### config.mk
export PLATFORM = sky130hd
export DESIGN_NAME = trace_device_flat
export DESIGN_NICKNAME = d
export VERILOG_FILES = /design/src/trace_pkg.sv /design/src/trace_link_if.sv /design/src/trace_device.sv /design/src/flat_wrapper.sv
export VERILOG_INCLUDE_DIRS = /design/src
export SDC_FILE = /design/constraint.sdc
export NUM_CORES = 2
export LEC_CHECK = 0
export ABC_AREA = 1
export BUFFER_PORTS_ARGS = -buffer_cell sky130_fd_sc_hd__buf_2
export CAP_MARGIN = 20
export CELL_PAD_IN_SITES_DETAIL_PLACEMENT = 0
export CELL_PAD_IN_SITES_GLOBAL_PLACEMENT = 2
export CORE_MARGIN = 5
export CORE_UTILIZATION = 34
export DETAILED_ROUTE_END_ITERATION = 12
export GPL_ROUTABILITY_DRIVEN = 0
export PLACE_DENSITY = 0.82
export RECOVER_POWER = 100
export SLEW_MARGIN = 0
export SYNTH_ARGS = -nofsm -noshare
export SYNTH_HDL_FRONTEND = slang
export SYNTH_SLANG_ARGS = --single-unit
### constraint.sdc
create_clock -name i_clock -period 3.8 [get_ports i_clock]
set_input_delay 0.38 -clock i_clock [delete_from_list [all_inputs] [get_ports i_clock]]
set_output_delay 0.38 -clock i_clock [all_outputs]
set_load 0.01 [all_outputs]
### src/trace_regs.svh
// Purpose: Shared constants of the trace capture link and its two ends.
// Assumes: Both ends include this file; the guard keeps one copy.
// Notes: Functional notes follow as one line for each item.
// Functional notes
// - Two separately enabled address-range window channels.
// - Each channel qualifies read, write or both.
// - Local bus watch includes cache-hit CPU cycles.
// - System bus: CPU and DMA, 28 address bits.
// - Configurer puts first DSP bus on A.
// - Marker instruction emits PC and one register.
// - Branch source sent as 4/8/16/32-bit delta.
// - Window addresses use the same delta compression.
// - Emulator rebuilds full addresses, else reports delta.
// - Completion exception records the following address.
// - History keeps the last eight branch pairs.
// - Skip zero-displacement conditionals and reset branch.
// - No trace while break unit is user-owned.
// - Non-realtime mode stalls; writes may repeat.
// - Realtime mode drops events while busy.
// - Test clock must stay below peripheral clock.
// - Trace port clock at most 50 MHz.
`ifndef TRACE_REGS_SVH
`define TRACE_REGS_SVH
`define TR_CLK_HZ      25000000
`define TR_LINK_MAX_HZ 50000000
`define TR_DIV_HALF    4
`define TR_HIST_DEPTH  8
`define TR_RESET_VEC   32'hA000_0000
`define TR_IBUS_MASK   32'h0FFF_FFFF
`define TR_MASK_4      32'h0000_000F
`define TR_MASK_8      32'h0000_00FF
`define TR_MASK_16     32'h0000_FFFF
`define TR_MASK_32     32'hFFFF_FFFF
`define TR_NIB_4       4'h1
`define TR_NIB_8       4'h2
`define TR_NIB_16      4'h4
`define TR_NIB_32      4'h8
`define TR_EXTRA_NIB   4'h8
`define TR_REG_CTRL    2'h0
`define TR_REG_COUNT   2'h1
`define TR_REG_LAST    2'h2
`define TR_REG_ERR     2'h3
`endif
### src/trace_pkg.sv
// Purpose: Types and helpers shared by both trace link ends.
// Assumes: trace_regs.svh provides the numeric constants.
// Notes: Size codes travel in the low two header bits.
`include "trace_regs.svh"
package trace_pkg;
	typedef enum logic [1:0] {K_BRANCH, K_WIN_A, K_WIN_B, K_SOFT} kind_e;
	typedef enum logic [1:0] {SZ_4, SZ_8, SZ_16, SZ_32} size_e;
	typedef enum logic [1:0] {BUS_L, BUS_X, BUS_Y, BUS_I} bus_sel_e;
	typedef enum logic [1:0] {RW_READ, RW_WRITE, RW_BOTH} rw_sel_e;
	typedef enum logic [1:0] {BR_NORMAL, BR_SUB, BR_EXC} br_kind_e;

	function automatic logic [3:0] nib_count(input size_e s);
		case (s)
			SZ_4:    nib_count = `TR_NIB_4;
			SZ_8:    nib_count = `TR_NIB_8;
			SZ_16:   nib_count = `TR_NIB_16;
			default: nib_count = `TR_NIB_32;
		endcase
	endfunction

	function automatic logic [31:0] size_mask(input size_e s);
		case (s)
			SZ_4:    size_mask = `TR_MASK_4;
			SZ_8:    size_mask = `TR_MASK_8;
			SZ_16:   size_mask = `TR_MASK_16;
			default: size_mask = `TR_MASK_32;
		endcase
	endfunction
endpackage

### src/trace_link_if.sv
// Purpose: Trace output port between the device and the emulator pod.
// Assumes: The device makes the port clock; all lines are one-way.
// Notes: Data changes after the falling clock edge.
`timescale 1ns/10ps
interface trace_link_if;
	logic       trace_port_clock;
	logic [3:0] trace_output_port;
	logic       trace_sync;

	modport dev (
		output trace_port_clock,
		output trace_output_port,
		output trace_sync
	);
	modport emu (
		input  trace_port_clock,
		input  trace_output_port,
		input  trace_sync
	);
endinterface

### src/trace_device.sv
// Purpose: On-chip trace capture, history and trace port serialiser.
// Assumes: Core inputs are synchronous to i_clock.
// Notes: A record is a header nibble, address nibbles, then extra nibbles for branch and software records only.
//
// Decided for this implementation: the placing of the registers and strobed register access.
`timescale 1ns/10ps
`include "trace_regs.svh"
module trace_device
	import trace_pkg::*;
#(
	parameter int DIV_HALF   = `TR_DIV_HALF,
	parameter int HIST_DEPTH = `TR_HIST_DEPTH
) (
	input  wire logic             i_clock,        // System clock.
	input  wire logic             i_rst_n,        // Async reset, low.
	input  wire logic             i_ubc_user,     // Break unit user-owned.
	input  wire logic             i_realtime,     // Realtime trace mode.
	input  wire logic             i_br_trace_en,  // Branch port trace on.
	input  wire logic [2:0]       i_br_type_en,   // Per branch kind enable.
	input  wire logic             i_hist_en,      // Internal history on.
	input  wire logic             i_sw_en,        // Software trace on.
	input  wire logic [1:0]       i_win_en,       // Window channel enables.
	input  wire rw_sel_e          i_win_rw [2],   // Cycle type per channel.
	input  wire bus_sel_e         i_win_bus [2],  // Watched bus per channel.
	input  wire logic [31:0]      i_win_start [2], // Range start, inclusive.
	input  wire logic [31:0]      i_win_end [2],  // Range end, inclusive.
	input  wire logic             i_br_valid,     // Branch taken pulse.
	input  wire br_kind_e         i_br_kind,      // Branch kind.
	input  wire logic [31:0]      i_br_src,       // Branch source.
	input  wire logic [31:0]      i_br_dst,       // Branch destination.
	input  wire logic [31:0]      i_br_next_pc,   // Address after source.
	input  wire logic             i_br_exc_done,  // Completion exception.
	input  wire logic             i_br_cond,      // Conditional branch.
	input  wire logic             i_br_zero_disp, // Displacement is zero.
	input  wire logic             i_br_reset,     // Branch caused by reset.
	input  wire logic [3:0]       i_acc_valid,    // Access per bus L,X,Y,I.
	input  wire logic [3:0][31:0] i_acc_addr,     // Access address per bus.
	input  wire logic [3:0]       i_acc_wr,       // Access is a write.
	input  wire logic [3:0]       i_acc_hit,      // Cache hit.
	input  wire logic [3:0]       i_acc_dma,      // Cycle from DMA.
	input  wire logic             i_sw_valid,     // Marker instr pulse.
	input  wire logic [31:0]      i_sw_pc,        // Marker instr PC.
	input  wire logic [31:0]      i_sw_reg,       // Marker register value.
	input  wire logic [2:0]       i_hist_idx,     // History index, 0 newest.
	output logic [31:0]           o_hist_src,     // History source.
	output logic [31:0]           o_hist_dst,     // History destination.
	output logic                  o_stall,        // Core must hold events.
	output logic                  o_drop,         // Event lost pulse.
	trace_link_if.dev             link            // Trace output port.
);
	localparam int PW = $clog2(HIST_DEPTH);
	localparam int DW = $clog2(DIV_HALF + 1);
	localparam int LINK_HZ = `TR_CLK_HZ / (2 * DIV_HALF);
	initial begin
		if (LINK_HZ > `TR_LINK_MAX_HZ || DIV_HALF < 2) begin
			$error("trace port clock divider out of range");
		end
	end

	typedef enum logic [1:0] {S_IDLE = 2'b00, S_ADDR = 2'b01,
		S_EXTRA = 2'b11, S_END = 2'b10} ser_e;

	logic [3:0]       req;
	logic [31:0]      req_a [4];
	logic [31:0]      req_x [4];
	logic [1:0]       win_hit;
	logic [31:0]      win_addr [2];
	logic             br_take;
	logic [31:0]      br_src;
	logic [3:0]       slot_v;
	logic [31:0]      slot_a [4];
	logic [31:0]      slot_x [4];
	logic [31:0]      ref_a [4];
	logic [3:0]       ref_v;
	logic [31:0]      hist_src [HIST_DEPTH];
	logic [31:0]      hist_dst [HIST_DEPTH];
	logic [PW-1:0]    hist_ptr;
	logic [DW-1:0]    div_cnt;
	logic             fall;
	logic             take;
	kind_e            sel;
	size_e            next_size;
	ser_e             state;
	logic [3:0]       nib_left;
	logic [31:0]      sh_a;
	logic [31:0]      sh_x;
	logic             has_x;

	assign br_take = i_br_valid && !i_ubc_user
		&& !(i_br_cond && i_br_zero_disp)
		&& !(i_br_reset && i_br_dst == `TR_RESET_VEC);
	assign br_src = i_br_exc_done ? i_br_next_pc : i_br_src;

	assign req[K_BRANCH] = br_take && i_br_trace_en && i_br_type_en[i_br_kind];
	assign req_a[K_BRANCH] = br_src;
	assign req_x[K_BRANCH] = i_br_dst;
	assign req[K_SOFT] = i_sw_valid && i_sw_en && !i_ubc_user;
	assign req_a[K_SOFT] = i_sw_pc;
	assign req_x[K_SOFT] = i_sw_reg;

	for (genvar c = 0; c < 2; c++) begin : g_win
		logic cyc_ok;
		logic rw_ok;
		bus_sel_e b;
		assign b = i_win_bus[c];
		// system bus masks the top nibble
		assign win_addr[c] = (b == BUS_I) ?
			(i_acc_addr[b] & `TR_IBUS_MASK) : i_acc_addr[b];
		always_comb begin
			case (b)
				BUS_L:   cyc_ok = i_acc_valid[b] && !i_acc_dma[b];
				BUS_I:   cyc_ok = i_acc_valid[b] && !i_acc_hit[b];
				default: cyc_ok = i_acc_valid[b];
			endcase
			case (i_win_rw[c])
				RW_READ:  rw_ok = !i_acc_wr[b];
				RW_WRITE: rw_ok = i_acc_wr[b];
				default:  rw_ok = 1'b1;
			endcase
		end
		assign win_hit[c] = i_win_en[c] && !i_ubc_user && cyc_ok && rw_ok
			&& win_addr[c] >= i_win_start[c] && win_addr[c] <= i_win_end[c];
		// channel B serves whichever bus i_win_bus[1] selects
		assign req[c + 1] = win_hit[c];
		assign req_a[c + 1] = win_addr[c];
		assign req_x[c + 1] = '0;
	end

	// One pending slot per stream lets both channels hold a record each.
	for (genvar k = 0; k < 4; k++) begin : g_slot
		logic freed;
		assign freed = take && sel == kind_e'(k);
		always_ff @(posedge i_clock or negedge i_rst_n) begin
			if (!i_rst_n) begin
				slot_v[k] <= 1'b0;
				slot_a[k] <= '0;
				slot_x[k] <= '0;
			end else if (req[k] && (!slot_v[k] || freed)) begin
				slot_v[k] <= 1'b1;
				slot_a[k] <= req_a[k];
				slot_x[k] <= req_x[k];
			end else if (freed) begin
				slot_v[k] <= 1'b0;
			end
		end
	end

	always_ff @(posedge i_clock or negedge i_rst_n) begin
		if (!i_rst_n) begin
			o_drop <= 1'b0;
			o_stall <= 1'b0;
		end else begin
			o_drop <= i_realtime && |(req & slot_v);
			o_stall <= !i_realtime && |slot_v;
		end
	end

	always_ff @(posedge i_clock or negedge i_rst_n) begin
		if (!i_rst_n) begin
			hist_ptr <= '0;
		end else if (br_take && i_hist_en) begin
			hist_ptr <= PW'(hist_ptr + 1'b1);
		end
	end
	always_ff @(posedge i_clock) begin
		if (br_take && i_hist_en) begin
			hist_src[hist_ptr] <= br_src;
			hist_dst[hist_ptr] <= i_br_dst;
		end
	end
	always_ff @(posedge i_clock or negedge i_rst_n) begin
		if (!i_rst_n) begin
			o_hist_src <= '0;
			o_hist_dst <= '0;
		end else begin
			o_hist_src <= hist_src[PW'(hist_ptr - 1'b1 - i_hist_idx)];
			o_hist_dst <= hist_dst[PW'(hist_ptr - 1'b1 - i_hist_idx)];
		end
	end

	// Port clock divider; the port clock is a register, never gated.
	always_ff @(posedge i_clock or negedge i_rst_n) begin
		if (!i_rst_n) begin
			div_cnt <= '0;
			link.trace_port_clock <= 1'b0;
		end else if (div_cnt == DW'(DIV_HALF - 1)) begin
			div_cnt <= '0;
			link.trace_port_clock <= !link.trace_port_clock;
		end else begin
			div_cnt <= DW'(div_cnt + 1'b1);
		end
	end
	assign fall = div_cnt == DW'(DIV_HALF - 1) && link.trace_port_clock;

	always_comb begin
		sel = K_BRANCH;
		if (slot_v[K_SOFT]) sel = K_SOFT;
		else if (slot_v[K_BRANCH]) sel = K_BRANCH;
		else if (slot_v[K_WIN_A]) sel = K_WIN_A;
		else if (slot_v[K_WIN_B]) sel = K_WIN_B;
	end
	assign take = fall && state == S_IDLE && |slot_v;

	// shortest delta whose upper bits match
	always_comb begin
		if (!ref_v[sel] || sel == K_SOFT) next_size = SZ_32;
		else if (slot_a[sel][31:4] == ref_a[sel][31:4]) next_size = SZ_4;
		else if (slot_a[sel][31:8] == ref_a[sel][31:8]) next_size = SZ_8;
		else if (slot_a[sel][31:16] == ref_a[sel][31:16]) next_size = SZ_16;
		else next_size = SZ_32;
	end

	always_ff @(posedge i_clock or negedge i_rst_n) begin
		if (!i_rst_n) begin
			ref_v <= '0;
			for (int i = 0; i < 4; i++) ref_a[i] <= '0;
		end else if (take) begin
			ref_v[sel] <= 1'b1;
			ref_a[sel] <= slot_a[sel];
		end
	end

	always_ff @(posedge i_clock or negedge i_rst_n) begin
		if (!i_rst_n) begin
			state <= S_IDLE;
			nib_left <= '0;
			sh_a <= '0;
			sh_x <= '0;
			has_x <= 1'b0;
			link.trace_output_port <= '0;
			link.trace_sync <= 1'b0;
		end else if (fall) begin
			case (state)
				S_IDLE: begin
					if (|slot_v) begin
						link.trace_output_port <= {sel, next_size};
						link.trace_sync <= 1'b1;
						sh_a <= slot_a[sel];
						sh_x <= slot_x[sel];
						has_x <= sel == K_BRANCH || sel == K_SOFT;
						nib_left <= nib_count(next_size);
						state <= S_ADDR;
					end
				end
				S_ADDR: begin
					link.trace_output_port <= sh_a[3:0];
					sh_a <= sh_a >> 4;
					nib_left <= 4'(nib_left - 1'b1);
					if (nib_left == 4'h1) begin
						nib_left <= `TR_EXTRA_NIB;
						state <= has_x ? S_EXTRA : S_END;
					end
				end
				S_EXTRA: begin
					link.trace_output_port <= sh_x[3:0];
					sh_x <= sh_x >> 4;
					nib_left <= 4'(nib_left - 1'b1);
					if (nib_left == 4'h1) state <= S_END;
				end
				S_END: begin
					link.trace_output_port <= '0;
					link.trace_sync <= 1'b0;
					state <= S_IDLE;
				end
				default: state <= S_IDLE;
			endcase
		end
	end
endmodule

### src/flat_wrapper.sv
// flat-port wrapper written by rule: the top's interface ports become plain ports
module trace_device_flat import trace_pkg::*;
#(
	parameter int DIV_HALF   = `TR_DIV_HALF,
	parameter int HIST_DEPTH = `TR_HIST_DEPTH
)
  (i_clock, i_rst_n, i_ubc_user, i_realtime, i_br_trace_en, i_br_type_en, i_hist_en, i_sw_en, i_win_en, i_win_rw, i_win_bus, i_win_start, i_win_end, i_br_valid, i_br_kind, i_br_src, i_br_dst, i_br_next_pc, i_br_exc_done, i_br_cond, i_br_zero_disp, i_br_reset, i_acc_valid, i_acc_addr, i_acc_wr, i_acc_hit, i_acc_dma, i_sw_valid, i_sw_pc, i_sw_reg, i_hist_idx, o_hist_src, o_hist_dst, o_stall, o_drop, link_trace_port_clock, link_trace_output_port, link_trace_sync);
  trace_link_if link_i ();
  input  wire logic i_clock;
  input  wire logic i_rst_n;
  input  wire logic i_ubc_user;
  input  wire logic i_realtime;
  input  wire logic i_br_trace_en;
  input  wire logic [2:0] i_br_type_en;
  input  wire logic i_hist_en;
  input  wire logic i_sw_en;
  input  wire logic [1:0] i_win_en;
  input  wire rw_sel_e i_win_rw[2];
  input  wire bus_sel_e i_win_bus[2];
  input  wire logic [31:0] i_win_start[2];
  input  wire logic [31:0] i_win_end[2];
  input  wire logic i_br_valid;
  input  wire br_kind_e i_br_kind;
  input  wire logic [31:0] i_br_src;
  input  wire logic [31:0] i_br_dst;
  input  wire logic [31:0] i_br_next_pc;
  input  wire logic i_br_exc_done;
  input  wire logic i_br_cond;
  input  wire logic i_br_zero_disp;
  input  wire logic i_br_reset;
  input  wire logic [3:0] i_acc_valid;
  input  wire logic [3:0][31:0] i_acc_addr;
  input  wire logic [3:0] i_acc_wr;
  input  wire logic [3:0] i_acc_hit;
  input  wire logic [3:0] i_acc_dma;
  input  wire logic i_sw_valid;
  input  wire logic [31:0] i_sw_pc;
  input  wire logic [31:0] i_sw_reg;
  input  wire logic [2:0] i_hist_idx;
  output logic [31:0] o_hist_src;
  output logic [31:0] o_hist_dst;
  output logic o_stall;
  output logic o_drop;
  output wire logic [$bits(link_i.trace_port_clock)-1:0] link_trace_port_clock;
  output wire logic [$bits(link_i.trace_output_port)-1:0] link_trace_output_port;
  output wire logic [$bits(link_i.trace_sync)-1:0] link_trace_sync;
  assign link_trace_port_clock = link_i.trace_port_clock;
  assign link_trace_output_port = link_i.trace_output_port;
  assign link_trace_sync = link_i.trace_sync;
  trace_device #(.DIV_HALF(DIV_HALF), .HIST_DEPTH(HIST_DEPTH)) u_core (.i_clock(i_clock), .i_rst_n(i_rst_n), .i_ubc_user(i_ubc_user), .i_realtime(i_realtime), .i_br_trace_en(i_br_trace_en), .i_br_type_en(i_br_type_en), .i_hist_en(i_hist_en), .i_sw_en(i_sw_en), .i_win_en(i_win_en), .i_win_rw(i_win_rw), .i_win_bus(i_win_bus), .i_win_start(i_win_start), .i_win_end(i_win_end), .i_br_valid(i_br_valid), .i_br_kind(i_br_kind), .i_br_src(i_br_src), .i_br_dst(i_br_dst), .i_br_next_pc(i_br_next_pc), .i_br_exc_done(i_br_exc_done), .i_br_cond(i_br_cond), .i_br_zero_disp(i_br_zero_disp), .i_br_reset(i_br_reset), .i_acc_valid(i_acc_valid), .i_acc_addr(i_acc_addr), .i_acc_wr(i_acc_wr), .i_acc_hit(i_acc_hit), .i_acc_dma(i_acc_dma), .i_sw_valid(i_sw_valid), .i_sw_pc(i_sw_pc), .i_sw_reg(i_sw_reg), .i_hist_idx(i_hist_idx), .o_hist_src(o_hist_src), .o_hist_dst(o_hist_dst), .o_stall(o_stall), .o_drop(o_drop), .link(link_i));
endmodule
==> results.py <==
metrics = {
    "status": {
        "outcome": "finished with violations",
        "violations": "max-capacitance violations, max-slew violations",
    },
    "yosys": {
        "synth_area_sq_mm": 0.0469,
        "yosysUniqueCellTypes": 50,
        "synth_cells": 4929,
        "syn_avg_cell_area_sq_um": 9.52,
        "yosys_warnings": 0,
        "async_flop_share": 0.474,
        "yosysTopAreaCellShare": 0.328,
        "ys_seq_area_frac": 0.574,
        "synth.area.top_cells": "edfxtp_1 33%, dfrtp_1 25%, nand2_1 8.4%",
        "synth_edf_count": 512,
        "synth-main-ff-cell": "edfxtp_1",
        "ys_ff_latch": 973,
        "synth_nets": 5532,
        "synth_top_cell_by_area": "edfxtp_1",
    },
    "cells_and_area": {
        "fillers": 13600,
        "nets": 6152,
        "fin_cells": 7437,
        "area_growth_pct": 20.6,
        "drive_gt1_frac": 0.147,
    },
    "setup_path": {
        "start_kind": "flop",
        "r2r_start": "u_core.slot_v[2]",
        "cp_num_buf_inv": 4,
        "startpoint": "u_core.slot_v[2]",
        "cp.arrival_ns": 4.06,
        "cpPeakStageDelay_ns": 0.75,
        "critPathSlowestCell": "clkbuf_1",
        "required_ns": 4.38,
        "endpoint_kind": "flop",
        "path_cells": "nor4_1 > clkbuf_1 > nor3_1 > buf_4 > nand2_1 > clkbuf_1 > inv_1 > or2_2",
        "cp_max_fo": 18,
        "path_class": "flop to flop",
        "path_delay_family": "buffers and inverters",
        "path_common_cell": "clkbuf_1",
    },
    "global_route": {
        "first_global_vias": 36800,
        "grt_pass1_wl_um": 241000,
        "track_usage": 0.218,
        "grt-ovfl-total": 0,
        "antenna_found_initial": 17,
        "grt_max_degree": 108,
    },
    "pwr": {
        "power_leakage_uw": 0.0251,
        "powerDensity_mw_per_mm2": 555,
        "p_total_uw": 31400,
        "ir_worst_vdd_uv": 412,
    },
    "clocking": {
        "clock-root-buffer": "clkbuf_16",
        "tritoncts": "yes",
        "post_cts_buffers": 0,
        "numCtsBuffers": 105,
        "clk_latency_ns": 0.73,
        "cts_sinks": 973,
        "cts_max_level": 3,
        "clk_pin_slew_worst_paths_ns": 0.06,
        "ctsResizeCount": 0,
        "holdBufCountCts": 94,
        "cts_buffer_depth": 3,
    },
    "die": {
        "rows": 136,
        "die_h_um": 381,
        "core_region_area_sq_mm": 0.137,
        "die_w_um": 381,
        "start_util": 0.342,
        "io_pins": 535,
        "die_area_sq_mm": 0.145,
    },
    "route": {
        "drtAntennaViolNets": 0,
        "vias": 38000,
        "drt_iter0_markers": 3602,
        "remaining_drc_errors": 0,
        "drtPass1Iterations": 6,
        "drt-total-wl_um": 163000,
        "wire_per_inst_um": 22.0,
        "vias_per_cell": 5.11,
    },
    "sta": {
        "setup_viol": 0,
        "finClkSkew_ns": 0.0548,
        "drv_slew": 128,
        "slew_headroom": -0.743,
        "rsz0062_at_grt": "no",
        "tightest_slew_ns": 2.61,
        "finalCriticalPeriod_ns": 3.48,
        "fmax_mhz": 287,
        "timing.final.crit_share": 0.916,
        "hold_viol_final": 0,
    },
    "place": {
        "port_buffers": 534,
        "dpl.hpwl_um": 117000,
        "dp.cells": 7142,
    },
    "flow_run": {
        "drv_cap": 3,
    },
    "min_path": {
        "holdCritStartpoint": "i_br_dst[1]",
        "hold_path.class": "input pin to flop",
    },
}
-- final cells by class --
class / count / area (sq um) / share of cell area
well taps: 1794 / 2240 / 0.0397
clock buffers: 146 / 2900 / 0.0513
clock inverters: 49 / 666 / 0.0118
flip-flops and latches: 973 / 26900 / 0.476
repair buffers: 799 / 5050 / 0.0893
diodes: 6 / 15.0 / 0.000265
multi-input cells: 3091 / 16600 / 0.294
inverters: 579 / 2170 / 0.0384
-- cell usage in the layout (no fill, tap or decap), types with 11 or more instances in the layout --
cell	instances
a21oi_1	269
a221o_1	11
a31oi_1	65
buf_12	31
buf_2	429
buf_4	103
bufinv_16	12
clkbuf_1	153
clkbuf_16	105
clkbuf_2	12
clkbuf_8	12
clkinv_1	13
clkinv_2	15
dfrtp_1	461
dlygate4sd3_1	94
edfxtp_1	512
ha_1	138
inv_1	570
mux2_1	33
mux2_2	59
mux2i_1	64
nand2_1	1044
nand3_1	182
nand4_1	46
nor2_1	285
o211ai_1	119
o21ai_0	595
o21ai_1	15
o22a_1	14
o22ai_1	70
-- kinds of logic (layout without fill, tap and decap cells) --
| logic type | Yosys count | after routing | synth area share |
|---|---|---|---|
| other cells | 0 | 6 | 0 |
| mux | 156 | 156 | 0.0358 |
| buf+inv | 865 | 1573 | 0.0732 |
| xor+xnor | 7 | 7 | 0.00131 |
| simple gates | 1605 | 1605 | 0.138 |
| fa+ha+maj | 140 | 140 | 0.0375 |
| compound gates | 1183 | 1183 | 0.140 |
| flops | 973 | 973 | 0.574 |
-- per-layer routing --
metal	vias to the layer above	GRT usage	routed length [um]
li1	18000	-	-
met4	4	0.0546	4120
met3	236	0.0405	11200
met2	1299	0.345	74100
met1	18500	0.310	74100
met5	-	0	25
-- worst min-delay path, stage by stage --
cell	delay [ns]
clkbuf_1	0.29
nand2_1	0.16
nand2_1	0.05
-- final timing paths --
| check | to | slack [ns] | cells after the start |
|---|---|---|---|
| max | u_core.ref_v[1] | 0.32 | 8 |
| min | u_core.slot_x[97] | 0.20 | 3 |
| max reg2reg | u_core.ref_v[1] | 0.32 | 8 |
| min reg2reg | u_core.div_cnt[0] | 0.43 | 1 |
| max in group asynchronous | u_core.slot_a[83] | 0.81 | 3 |
| min in group asynchronous | u_core.o_hist_src[3] | 0.94 | 2 |
-- power by group --
group	leakage, uW	internal, uW	switching, uW	total (uW)
sequential	0.0105	12000	389	12400
combinational	0.0129	2740	5710	8460
clock	0.00173	6170	4340	10500
-- synthesized netlist by cell type (70+ instances only) --
master / n
nand2_1: 1044
o21ai_0: 595
inv_1: 571
edfxtp_1: 512
dfrtp_1: 461
nor2_1: 288
a21oi_1: 270
clkbuf_1: 184
nand3_1: 182
ha_1: 139
o211ai_1: 119
mux2_2: 91
o22ai_1: 70
-- sequential cells by signal, summed over array words and instances, names as in the netlist, 2 cells and up --
signal and flops:
u_core.div_cnt 3, u_core.hist_dst 256, u_core.hist_ptr 3, u_core.hist_src 256, u_core.link.trace_output_port 4, u_core.nib_left 4
u_core.o_hist_dst 32, u_core.o_hist_src 32, u_core.ref_a 112, u_core.ref_v 4, u_core.sh_a 32, u_core.sh_x 32
u_core.slot_a 128, u_core.slot_v 4, u_core.slot_x 64, u_core.state 2
-- stage by stage --
step	hold WS [ns]	area [sq um]	util	setup TNS [ns]	setup slack [ns]
after CTS	0.000728	57000	0.415	0	0.475
after global routing	0.173	56600	0.412	0	0.161
after floorplan	0.0844	46900	-	-121.09	-0.473
after global placement	0.422	52500	0.383	0	0.229
after detailed placement	0.427	52500	0.383	0	0.201
final	0.200	56600	0.412	0	0.320
(Power assumes the default switching activity.)
